--- src/pkg/nand_host_consts.vh ---
// Purpose: Constants for the asynchronous NAND host controller.
// Assumes: 25 MHz system clock, 40 ns period.
// Notes:   Times are kept in their own unit; cycle counts derive from them.
`ifndef NAND_HOST_CONSTS_VH
`define NAND_HOST_CONSTS_VH

`define CLK_PERIOD_NS      40
`define CLK_MHZ            25
// Power-on wait without watching the busy line, in microseconds.
`define POWERUP_WAIT_US    100
`define POWERUP_WAIT_CYC   (`POWERUP_WAIT_US * `CLK_MHZ)
// Busy-line validity wait after supply ramp start, in microseconds.
`define BUSY_VALID_US      50
`define BUSY_VALID_CYC     (`BUSY_VALID_US * `CLK_MHZ)
// Reset busy time, in microseconds (1 ms).
`define RESET_BUSY_US      1000
`define RESET_BUSY_CYC     (`RESET_BUSY_US * `CLK_MHZ)
// Write-protect settle time, in nanoseconds.
`define PROTECT_SETTLE_NS  100
`define PROTECT_SETTLE_CYC ((`PROTECT_SETTLE_NS + `CLK_PERIOD_NS - 1) / `CLK_PERIOD_NS)

`define CMD_RESET          8'hff
`define CMD_READ_MODE      8'h00
`define CMD_STATUS         8'h70
`define CMD_STATUS_ENH     8'h78

// Byte operation kinds on the user port.
`define OP_CMD             2'h0
`define OP_ADDR            2'h1
`define OP_WRITE           2'h2
`define OP_READ            2'h3

`define CNT_W              16

// Five address bytes, byte 0 in the low lane.
`define ADDR_BYTES_W       40
// Bit positions that belong to the address space; all others go out low.
`define ADDR_SPACE_MASK    40'h01ffff1fff
`endif

--- src/logic/nand_async_host.v ---
// Purpose: Host-side controller for an asynchronous multiplexed NAND bus.
// Assumes: Pins are sampled synchronously to clk_sys_in; one target.
// Notes:   The strobe low phase lasts one clock (40 ns); a byte cycle takes three clocks, 120 ns.
`timescale 1ns/1ps
`include "nand_host_consts.vh"

module nand_async_host #(
  parameter [15:0] POWERUP_CYC = `POWERUP_WAIT_CYC,
  parameter [15:0] BUSYVAL_CYC = `BUSY_VALID_CYC,
  parameter [15:0] RSTBUSY_CYC = `RESET_BUSY_CYC
) (
  // Clock and reset
  input  wire        clk_sys_in,
  input  wire        rstn_in,
  // User byte request port
  input  wire        req_valid_in,
  input  wire [1:0]  req_op_in,
  input  wire [7:0]  req_data_in,
  input  wire        req_ignore_busy_in,
  output reg         req_ready_out,
  output reg         rsp_valid_out,
  output reg  [7:0]  rsp_data_out,
  output reg         init_done_out,
  // Address formatting helper
  input  wire        addr_load_in,
  input  wire [12:0] addr_column_in,
  input  wire [5:0]  addr_page_in,
  input  wire [10:0] addr_block_in,
  // Write-protect request
  input  wire        protect_req_in,
  // NAND pins
  output reg         chip_sel_n_out,
  output reg         cmd_latch_out,
  output reg         addr_latch_out,
  output reg         write_strobe_n_out,
  output reg         read_strobe_n_out,
  output reg         write_protect_n_out,
  input  wire [7:0]  io_in,
  output reg  [7:0]  io_out,
  output reg         io_oe_out,
  input  wire        ready_busy_n_in,
  // Formatted address bytes
  output reg  [39:0] addr_bytes_out
);

  // ----------------------------------------------------------------------
  // States
  // ----------------------------------------------------------------------
  localparam [2:0] ST_PWR    = 3'h0;
  localparam [2:0] ST_RST    = 3'h1;
  localparam [2:0] ST_RSTWT  = 3'h2;
  localparam [2:0] ST_IDLE   = 3'h3;
  localparam [2:0] ST_WLOW   = 3'h4;
  localparam [2:0] ST_RLOW   = 3'h5;
  localparam [2:0] ST_DONE   = 3'h6;
  localparam [2:0] ST_WP     = 3'h7;

  reg [2:0]          state;
  reg [`CNT_W-1:0]   cnt;
  reg [1:0]          op;
  reg                status_mode;

  wire [12:0] col_fix;
  // Bits 11:8 forced low when bit 12 set, as the device requires.
  assign col_fix = addr_column_in[12] ? {1'b1, 4'h0, addr_column_in[7:0]}
                                      : addr_column_in;

  // ----------------------------------------------------------------------
  // Address space mask
  // ----------------------------------------------------------------------
  wire [`ADDR_BYTES_W-1:0] addr_raw;
  wire [`ADDR_BYTES_W-1:0] addr_keep;
  wire [`ADDR_BYTES_W-1:0] addr_next;

  // Byte 0 first; reserved positions are zero in the raw layout already.
  assign addr_raw  = {7'h00, addr_block_in[10],
                      addr_block_in[9:2],
                      addr_block_in[1:0], addr_page_in,
                      3'h0, col_fix[12:8],
                      col_fix[7:0]};
  assign addr_keep = `ADDR_SPACE_MASK;

  // Each bit is gated on its own, so a later change to the field layout
  // cannot leak a stray one into a position the target treats as reserved.
  genvar bit_i;
  generate
    for (bit_i = 0; bit_i < `ADDR_BYTES_W; bit_i = bit_i + 1) begin : g_addr_mask
      assign addr_next[bit_i] = addr_raw[bit_i] & addr_keep[bit_i];
    end
  endgenerate

  // ----------------------------------------------------------------------
  // Request decode
  // ----------------------------------------------------------------------
  wire is_read_op;
  wire is_cmd_op;
  wire is_addr_op;
  wire is_status_cmd;
  wire is_read_mode_cmd;
  wire protect_change;
  wire target_open;

  assign is_read_op       = (req_op_in == `OP_READ);
  assign is_cmd_op        = (req_op_in == `OP_CMD);
  assign is_addr_op       = (req_op_in == `OP_ADDR);
  assign is_status_cmd    = is_cmd_op && (req_data_in == `CMD_STATUS ||
                                          req_data_in == `CMD_STATUS_ENH);
  assign is_read_mode_cmd = is_cmd_op && (req_data_in == `CMD_READ_MODE);
  // A protect change must not cut into a sequence, so it waits for ready.
  assign protect_change   = (protect_req_in != write_protect_n_out) && ready_busy_n_in;
  // A busy target is only addressed in status mode or with ignore-busy set; all else waits.
  assign target_open      = ready_busy_n_in || req_ignore_busy_in || status_mode;

  // ----------------------------------------------------------------------
  // Byte cycle timing
  // ----------------------------------------------------------------------
  // A write byte takes three clocks: strobe low with lines set, strobe
  // high (the target latches here), then latches and drive released.
  // A read byte takes the same: strobe low, strobe high with the byte
  // sampled, then ready again. With 120 ns per cycle the byte is stable
  // at the rising strobe, which spares a second capture register.

  // ----------------------------------------------------------------------
  // Address byte formatting
  // ----------------------------------------------------------------------
  always @(posedge clk_sys_in or negedge rstn_in) begin
    if (!rstn_in) begin
      addr_bytes_out <= 40'h0;
    end else if (addr_load_in) begin
      addr_bytes_out <= addr_next;
    end
  end

  // ----------------------------------------------------------------------
  // Bus sequencer
  // ----------------------------------------------------------------------
  always @(posedge clk_sys_in or negedge rstn_in) begin
    if (!rstn_in) begin
      state               <= ST_PWR;
      cnt                 <= {`CNT_W{1'b0}};
      op                  <= `OP_CMD;
      status_mode         <= 1'b0;
      req_ready_out       <= 1'b0;
      rsp_valid_out       <= 1'b0;
      rsp_data_out        <= 8'h00;
      init_done_out       <= 1'b0;
      chip_sel_n_out      <= 1'b1;
      cmd_latch_out       <= 1'b0;
      addr_latch_out      <= 1'b0;
      write_strobe_n_out  <= 1'b1;
      read_strobe_n_out   <= 1'b1;
      write_protect_n_out <= 1'b0;
      io_out              <= 8'h00;
      io_oe_out           <= 1'b0;
    end else begin
      rsp_valid_out <= 1'b0;
      case (state)
        ST_PWR: begin
          // Leave after the fixed wait, or earlier once the busy-valid time has passed with a high busy line.
          cnt <= cnt + 1'b1;
          if (cnt >= POWERUP_CYC ||
              (cnt >= BUSYVAL_CYC && ready_busy_n_in)) begin
            cnt   <= {`CNT_W{1'b0}};
            state <= ST_RST;
          end
        end
        ST_RST: begin
          // Interface is active by default, so reset goes out directly.
          chip_sel_n_out     <= 1'b0;
          cmd_latch_out      <= 1'b1;
          io_out             <= `CMD_RESET;
          io_oe_out          <= 1'b1;
          write_strobe_n_out <= ~write_strobe_n_out;
          // Latch and data must still stand as the strobe rises, so they
          // are dropped only once the busy wait has begun.
          if (!write_strobe_n_out) begin
            state <= ST_RSTWT;
          end
        end
        ST_RSTWT: begin
          // Fixed busy time as a minimum, then held until the busy line shows ready.
          cmd_latch_out <= 1'b0;
          io_oe_out     <= 1'b0;
          cnt           <= cnt + 1'b1;
          if (cnt >= RSTBUSY_CYC && ready_busy_n_in) begin
            cnt                 <= {`CNT_W{1'b0}};
            chip_sel_n_out      <= 1'b1;
            init_done_out       <= 1'b1;
            req_ready_out       <= 1'b1;
            state               <= ST_IDLE;
          end
        end
        ST_IDLE: begin
          cmd_latch_out  <= 1'b0;
          addr_latch_out <= 1'b0;
          io_oe_out      <= 1'b0;
          if (protect_change) begin
            write_protect_n_out <= protect_req_in;
            req_ready_out       <= 1'b0;
            cnt                 <= {`CNT_W{1'b0}};
            state               <= ST_WP;
          end else if (req_valid_in && target_open) begin
            req_ready_out  <= 1'b0;
            op             <= req_op_in;
            chip_sel_n_out <= 1'b0;
            if (is_read_op) begin
              read_strobe_n_out <= 1'b0;
              state             <= ST_RLOW;
            end else begin
              cmd_latch_out      <= is_cmd_op;
              addr_latch_out     <= is_addr_op;
              io_out             <= req_data_in;
              io_oe_out          <= 1'b1;
              write_strobe_n_out <= 1'b0;
              state              <= ST_WLOW;
              // Status mode lasts until read mode is issued again.
              if (is_status_cmd)
                status_mode <= 1'b1;
              else if (is_read_mode_cmd)
                status_mode <= 1'b0;
            end
          end else if (!req_valid_in) begin
            // Release select between requests so the device may idle.
            chip_sel_n_out <= 1'b1;
          end
        end
        ST_WLOW: begin
          // Rising edge latches while control lines still hold.
          write_strobe_n_out <= 1'b1;
          state              <= ST_DONE;
        end
        ST_RLOW: begin
          // Cycle is 120 ns, so the byte is taken at the rising edge.
          read_strobe_n_out <= 1'b1;
          rsp_data_out      <= io_in;
          rsp_valid_out     <= 1'b1;
          state             <= ST_DONE;
        end
        ST_DONE: begin
          cmd_latch_out  <= 1'b0;
          addr_latch_out <= 1'b0;
          io_oe_out      <= 1'b0;
          req_ready_out  <= 1'b1;
          state          <= ST_IDLE;
        end
        ST_WP: begin
          cnt <= cnt + 1'b1;
          if (cnt >= `PROTECT_SETTLE_CYC) begin
            req_ready_out <= 1'b1;
            state         <= ST_IDLE;
          end
        end
        default: begin
          state <= ST_PWR;
        end
      endcase
    end
  end

endmodule // nand_async_host

--- config.mk ---
export PLATFORM = sky130hd
export DESIGN_NAME = nand_async_host
export DESIGN_NICKNAME = d
export VERILOG_FILES = /design/src/logic/nand_async_host.v
export VERILOG_INCLUDE_DIRS = /design/src /design/src/pkg
export SDC_FILE = /design/constraint.sdc
export NUM_CORES = 1
export LEC_CHECK = 0
export BUFFER_PORTS_ARGS = -buffer_cell sky130_fd_sc_hd__clkbuf_2
export CAP_MARGIN = 20
export CORE_UTILIZATION = 28
export DETAILED_ROUTE_END_ITERATION = 10
export SETUP_SLACK_MARGIN = 0.05
export SKIP_LAST_GASP = 1
export SYNTH_ARGS = -nofsm -noshare
export SYNTH_HDL_FRONTEND = slang
export SYNTH_SLANG_ARGS = --single-unit
--- constraint.sdc ---
create_clock -name clk_sys_in -period 3.4 [get_ports clk_sys_in]
set_input_delay 0.34 -clock clk_sys_in [delete_from_list [all_inputs] [get_ports clk_sys_in]]
set_output_delay 0.34 -clock clk_sys_in [all_outputs]
set_load 0.01 [all_outputs]
==> metrics.csv, run 1 <==
metric;value;unit
outcome;completed;
min_period_over_period;71.1;%
drv_slew;0;
place.gp.congestion;0.811;
overflow;0;
async_flop_share;100;%
clock_sinks;76;
endpoint_kind;register;
p_leak;2.21;nW
p_int;2.12;mW
slew_headroom;34.7;%
grt_pass1_vias;2844;
r2r_slack;0.98;ns
grt_max_degree;77;
synth-seq-area-share;51.5;%
die_h;117;µm
path_clk_slew;0.06;ns
critical-path-top-delay-family;simple AND/OR/NAND/NOR gates;
routedWlPerCell;13.7;µm
setup-tns-final;0;ns
cts_max_path_buffers;2;
clk_latency;0.33;ns
crit_path_start_kind;register;
hp-class;in2async;
final_common_cell;clkbuf_2;
core;12700;µm²
cts_root_buf;clkbuf_16;
design_area;4600;µm²
syn_area_per_cell;10.3;µm²
p_clk_share;27.9;%
rows;41;
synth_area;3700;µm²
synth_enable_flop_cells;0;
nFillCells;1327;
reg2reg_from;state[0];
comb_power_share;31.4;%
rr_worst_depth;5;
synth_ff_type;dfrtp_1;
hold_buffers;0;
ys_types;55;
nNetsFinal;520;
cts_tree;done;
post-cts-setup-buffers;0;
ctsResizeCount;0;
port_buffers;110;
switchingPower;1.16;mW
crit_chain;and3_1, a311o_1, nand4_1, or3_1, a21oi_1;
rsz0062_at_grt;false;
antenna_found_initial;0;
critPathKind;reg2reg;
start_util;29.1;%
yosys_warnings;0;
setup_violations;0;
fin_skew;0.00909;ns
diodes;0;
peakVddDrop;0.337;mV
min_period;2.42;ns
synth_area_leaders;dfrtp_1, mux2_2, nand2_1;
grt_first_pass_wirelength;14100;µm
powerDensity;713;nW/µm²
crit_path_max_incr_delay;0.76;ns
mostFrequentLayoutCells;clkbuf_2, dfrtp_1, nand2_1;
wirelength;8770;µm
critPathBufInv;0;
synth_top_area_share;49.4;%
via_per_inst;4.70;
grt.total_usage;13.3;%
ys_ff_latch;76;
hold_viol;0;
area_growth_syn_to_layout;24.4;%
dieWidth;117;µm
dieArea;13700;µm²
worstPathMaxFanout;21;
io_pins;121;
drive_gt1_share;34.2;%
drt_iter0_markers;143;
h-tree-depth;3;
cp.required;3.64;ns
drc;0;
drv_cap;0;
postRouteAntennaNets;0;
yosys.area.top_type;dfrtp_1;
seqPwrFrac;40.7;%
multi_input_area;1590;µm²
hold_slack;0.135;ns
r2r-end;cnt[14];
p_sw_share;35.3;%
first_pass_iters;4;
place_area;4310;µm²
cts_buffers;9;
seq_area;1910;µm²
syn_inst;358;
critPathSlowestCell;dfrtp_1;
fmax;414;MHz
num_vias;3009;
tightest_slew;0.980;ns
dp_hpwl;6270;µm
cp.arrival;2.66;ns
==> layer usage <==
metal	part of all wire [%]	global-route usage, %
met5	0	0
met4	0.96	4.39
met3	5.9	4.12
met2	46	20.4
met1	47	17.8
==> power groups by stage <==
stage | registers [mW] | clock network, mW | logic [mW]
after floorplan | 1.32 | 0 | 0.729
after global placement | 1.34 | 0 | 1.02
after detailed placement | 1.35 | 0 | 1.04
after CTS | 1.33 | 0.945 | 1.04
after global routing | 1.37 | 0.985 | 1.17
final | 1.34 | 0.917 | 1.03
==> logic make-up after synthesis <==
family	Yosys count	synth area share [%]
compound gates	71	12.5
xor+xnor	12	2.84
fa+ha+maj	2	0.677
buf+inv	40	6.43
flops	76	51.5
mux	30	9.07
other cells	1	0.101
simple gates	126	16.9
==> sequential cells by signal, summed over array words and instances, names as in the netlist, 3 cells and up <==
| register | flops |
|---|---|
| state | 3 |
| io_out | 8 |
| rsp_data_out | 8 |
| cnt | 16 |
| addr_bytes_out | 30 |
==> synthesized netlist by cell type, types with 4 or more instances <==
cell type,n
nor4_1,5
o21ai_0,15
a21oi_1,24
dfrtp_1,73
and2_1,6
inv_1,12
nand4_1,8
xor2_1,10
mux2_2,28
buf_4,11
a31oi_1,4
nand3b_1,5
nor2_1,33
or3_1,4
nand2_1,41
and3_1,4
nand3_1,6
clkbuf_1,9
==> worst max path at each step <==
stage | from | end | cells after the start
after CTS | state[0] | cnt[14] | 5
after detailed placement | protect_req_in | cnt[14] | 6
final | state[0] | cnt[14] | 5
after global placement | protect_req_in | cnt[12] | 6
after global routing | state[0] | cnt[14] | 5
after floorplan | cnt[15] | req_ready_out | 5
==> cell type report <==
type	count	share of cell area (%)
Clock inverter	2	0.761
Clock buffer	14	5.30
Tap cell	172	4.68
Sequential cell	76	41.4
Multi-Input combinational cell	251	34.5
Inverter	14	1.14
Timing Repair Buffer	111	12.2
==> metrics by stage <==
step	cells	worst slack [ns]	utilization [%]	total power, mW
2_1_floorplan	367	1.46	-	2.05
3_3_place_gp	623	1.12	33.9	2.36
3_5_place_dp	623	0.977	33.9	2.38
4_1_cts	639	0.993	36.1	3.32
5_1_grt	640	0.804	36.2	3.53
6_report	640	0.984	36.2	3.28
No activity file was read; power rests on OpenSTA's default activity.
==> run 2: changes to the inputs <==
Clock period 3.4 ns to 2.4 ns, I/O delays scaled along.
==> run 2 against run 1 <==
  * Global-route usage grew 0.45 points
  * Sequential cell count is the same
  * Power grew 47%
  * Worst hold slack lost 0.080 ns
  * Wire length grew 1.9%
  * Largest power group unchanged
  * Cell area grew 1.8%
  * Register-to-register slack lost 0.72 ns
  * Combinational power grew 56%
  * Largest cell class unchanged
  * Sequential power grew 38%
  * Clock skew shrank 0.0041 ns
==> metrics.csv, run 2 (synthesized netlist as in run 1, its figures left out) <==
metric;value;unit;change
fmax;469;MHz;+13%
reg2reg_from;cnt[15];;
min_period_over_period;88.8;%;+18 points
hold_buffers;0;;unchanged
place.gp.congestion;0.851;;+4.9%
critPathKind;reg2reg;;
critPathSlowestCell;or4_1;;
p_leak;2.26;nW;+2.3%
critical-path-top-delay-family;compound AO/OA/AOI/OAI gates;;
design_area;4690;µm²;+1.8%
wirelength;8940;µm;+1.9%
via_per_inst;4.72;;+0.34%
rows;41;;unchanged
cts_tree;done;;
drive_gt1_share;36.1;%;+1.9 points
hold_slack;0.0551;ns;-0.0799 ns
cts_buffers;9;;unchanged
setup-tns-final;0;ns;unchanged
seqPwrFrac;38.3;%;-2.4 points
routedWlPerCell;13.8;µm;+0.66%
io_pins;121;;unchanged
start_util;29.1;%;unchanged
cp.required;2.65;ns;-0.99 ns
endpoint_kind;register;;
largest_register_ffs;30;;unchanged
p_clk_share;28.4;%;+0.5 points
first_pass_iters;4;;unchanged
fin_skew;0.00497;ns;-0.00411 ns
post-cts-setup-buffers;0;;unchanged
powerDensity;1030;nW/µm²;+45%
p_sw_share;35.1;%;-0.15 points
crit_path_max_incr_delay;0.58;ns;-0.18 ns
tightest_slew;0.979;ns;-0.000497 ns
mostFrequentLayoutCells;clkbuf_2, dfrtp_1, nand2_1;;
hp-class;in2async;;
hold_viol;0;;unchanged
rsz0062_at_grt;false;;
crit_end;cnt[14];;
nNetsFinal;528;;+1.5%
area_growth_syn_to_layout;26.7;%;
critPathBufInv;0;;unchanged
peakVddDrop;0.498;mV;+48%
drc;0;;unchanged
num_vias;3057;;+1.6%
crit_path_start_kind;register;;
h-tree-depth;3;;unchanged
worst_path_most_repeated_cell;a21oi_1;;
dp_cells;631;;+1.3%
antenna_found_initial;0;;unchanged
rr_worst_depth;5;;unchanged
switchingPower;1.70;mW;+47%
outcome;completed;;
clk_latency;0.33;ns;about the same
grt_first_pass_wirelength;14500;µm;+3.4%
overflow;0;;unchanged
r2r-end;cnt[14];;
slew_headroom;34.7;%;about the same
p_int;3.13;mW;+48%
grt_pass1_vias;2924;;+2.8%
ctsResizeCount;0;;unchanged
cts_root_buf;clkbuf_16;;
port_buffers;110;;unchanged
finalCoreUtilization;36.8;%;+0.67 points
r2r_slack;0.27;ns;-0.72 ns
path_clk_slew;0.06;ns;about the same
grt.total_usage;13.7;%;+0.45 points
crit_chain;or4_1, a211o_1, a21oi_1, o211ai_2, a21oi_1;;
drt_iter0_markers;138;;-3.5%
clock_sinks;76;;unchanged
top_register;addr_bytes_out;;
dp_slack;0.163;ns;-0.815 ns
cp.arrival;2.38;ns;-0.28 ns
diodes;0;;unchanged
dieWidth;117;µm;unchanged
reg_top3;addr_bytes_out (30), cnt (16);;
final_common_cell;clkbuf_2;;
worstPathMaxFanout;14;;-33%
dp_hpwl;6460;µm;+2.9%
crit_start;cnt[15];;
drv_slew;0;;unchanged
grt_max_degree;77;;unchanged
cp.depth;5;;unchanged
die_h;117;µm;unchanged
fin_cells;648;;+1.3%
comb_power_share;33.3;%;+1.9 points
cts_max_path_buffers;2;;unchanged
setup_ws;0.268;ns;-0.715 ns
place_area;4370;µm²;+1.4%
core;12700;µm²;unchanged
setup_violations;0;;unchanged
drv_cap;0;;unchanged
min_period;2.13;ns;-0.285 ns
power.total;4.83;mW;+47%
postRouteAntennaNets;0;;unchanged
dieArea;13700;µm²;unchanged
[run 2: changes by cell type in the layout (fill, tap and decap cells not counted)]
cell        delta
buf_4          +8
clkbuf_1       -4
clkinvlp_4     +1
clkinv_2       +1
clkbuf_8       +2
[run 2: cell type report]
type	count	area, µm²
Clock buffer	12	256
Clock inverter	4	47.5
Fill cell	1319	8040
Inverter	14	52.6
Multi-Input combinational cell	251	1590
Sequential cell	76	1910
Tap cell	172	215
Timing Repair Buffer	119	621
[run 2: routing by layer]
layer / GRT usage (%) / vias to the layer above / part of all wire (%)
met4: 3.88 / 0 / 1.2
met3: 4.74 / 9 / 5.7
met1: 17.9 / 1489 / 45
met5: 0 / - / 0
li1: - / 1472 / -
met2: 21.6 / 87 / 49
[run 2: worst min-delay path by stage]
stage                              endpoint     start  slack, ns  cells past startpoint
after floorplan           addr_bytes_out[0]   rstn_in      -0.06                      0
after global placement      rsp_data_out[6]  io_in[6]       0.44                      3
after CTS                   rsp_data_out[1]  io_in[1]       0.09                      3
after global routing        rsp_data_out[1]  io_in[1]       0.10                      3
after detailed placement    rsp_data_out[1]  io_in[1]       0.44                      3
final                       rsp_data_out[4]   rstn_in       0.06                      1
[run 2: power groups by stage]
stage	Clock (mW)	Sequential [mW]	Combinational, mW
CTS	1.41	1.85	1.62
global placement	0	1.85	1.58
detailed placement	0	1.87	1.61
finish	1.37	1.85	1.61
floorplan	0	1.87	1.03
global route	1.46	1.90	1.81
[run 2: worst reg2reg max path, stage by stage (launching register included)]
cell and delay [ns]:
dfrtp_1 0.41, or4_1 0.58, a211o_1 0.33, a21oi_1 0.19
o211ai_2 0.31, a21oi_1 0.22
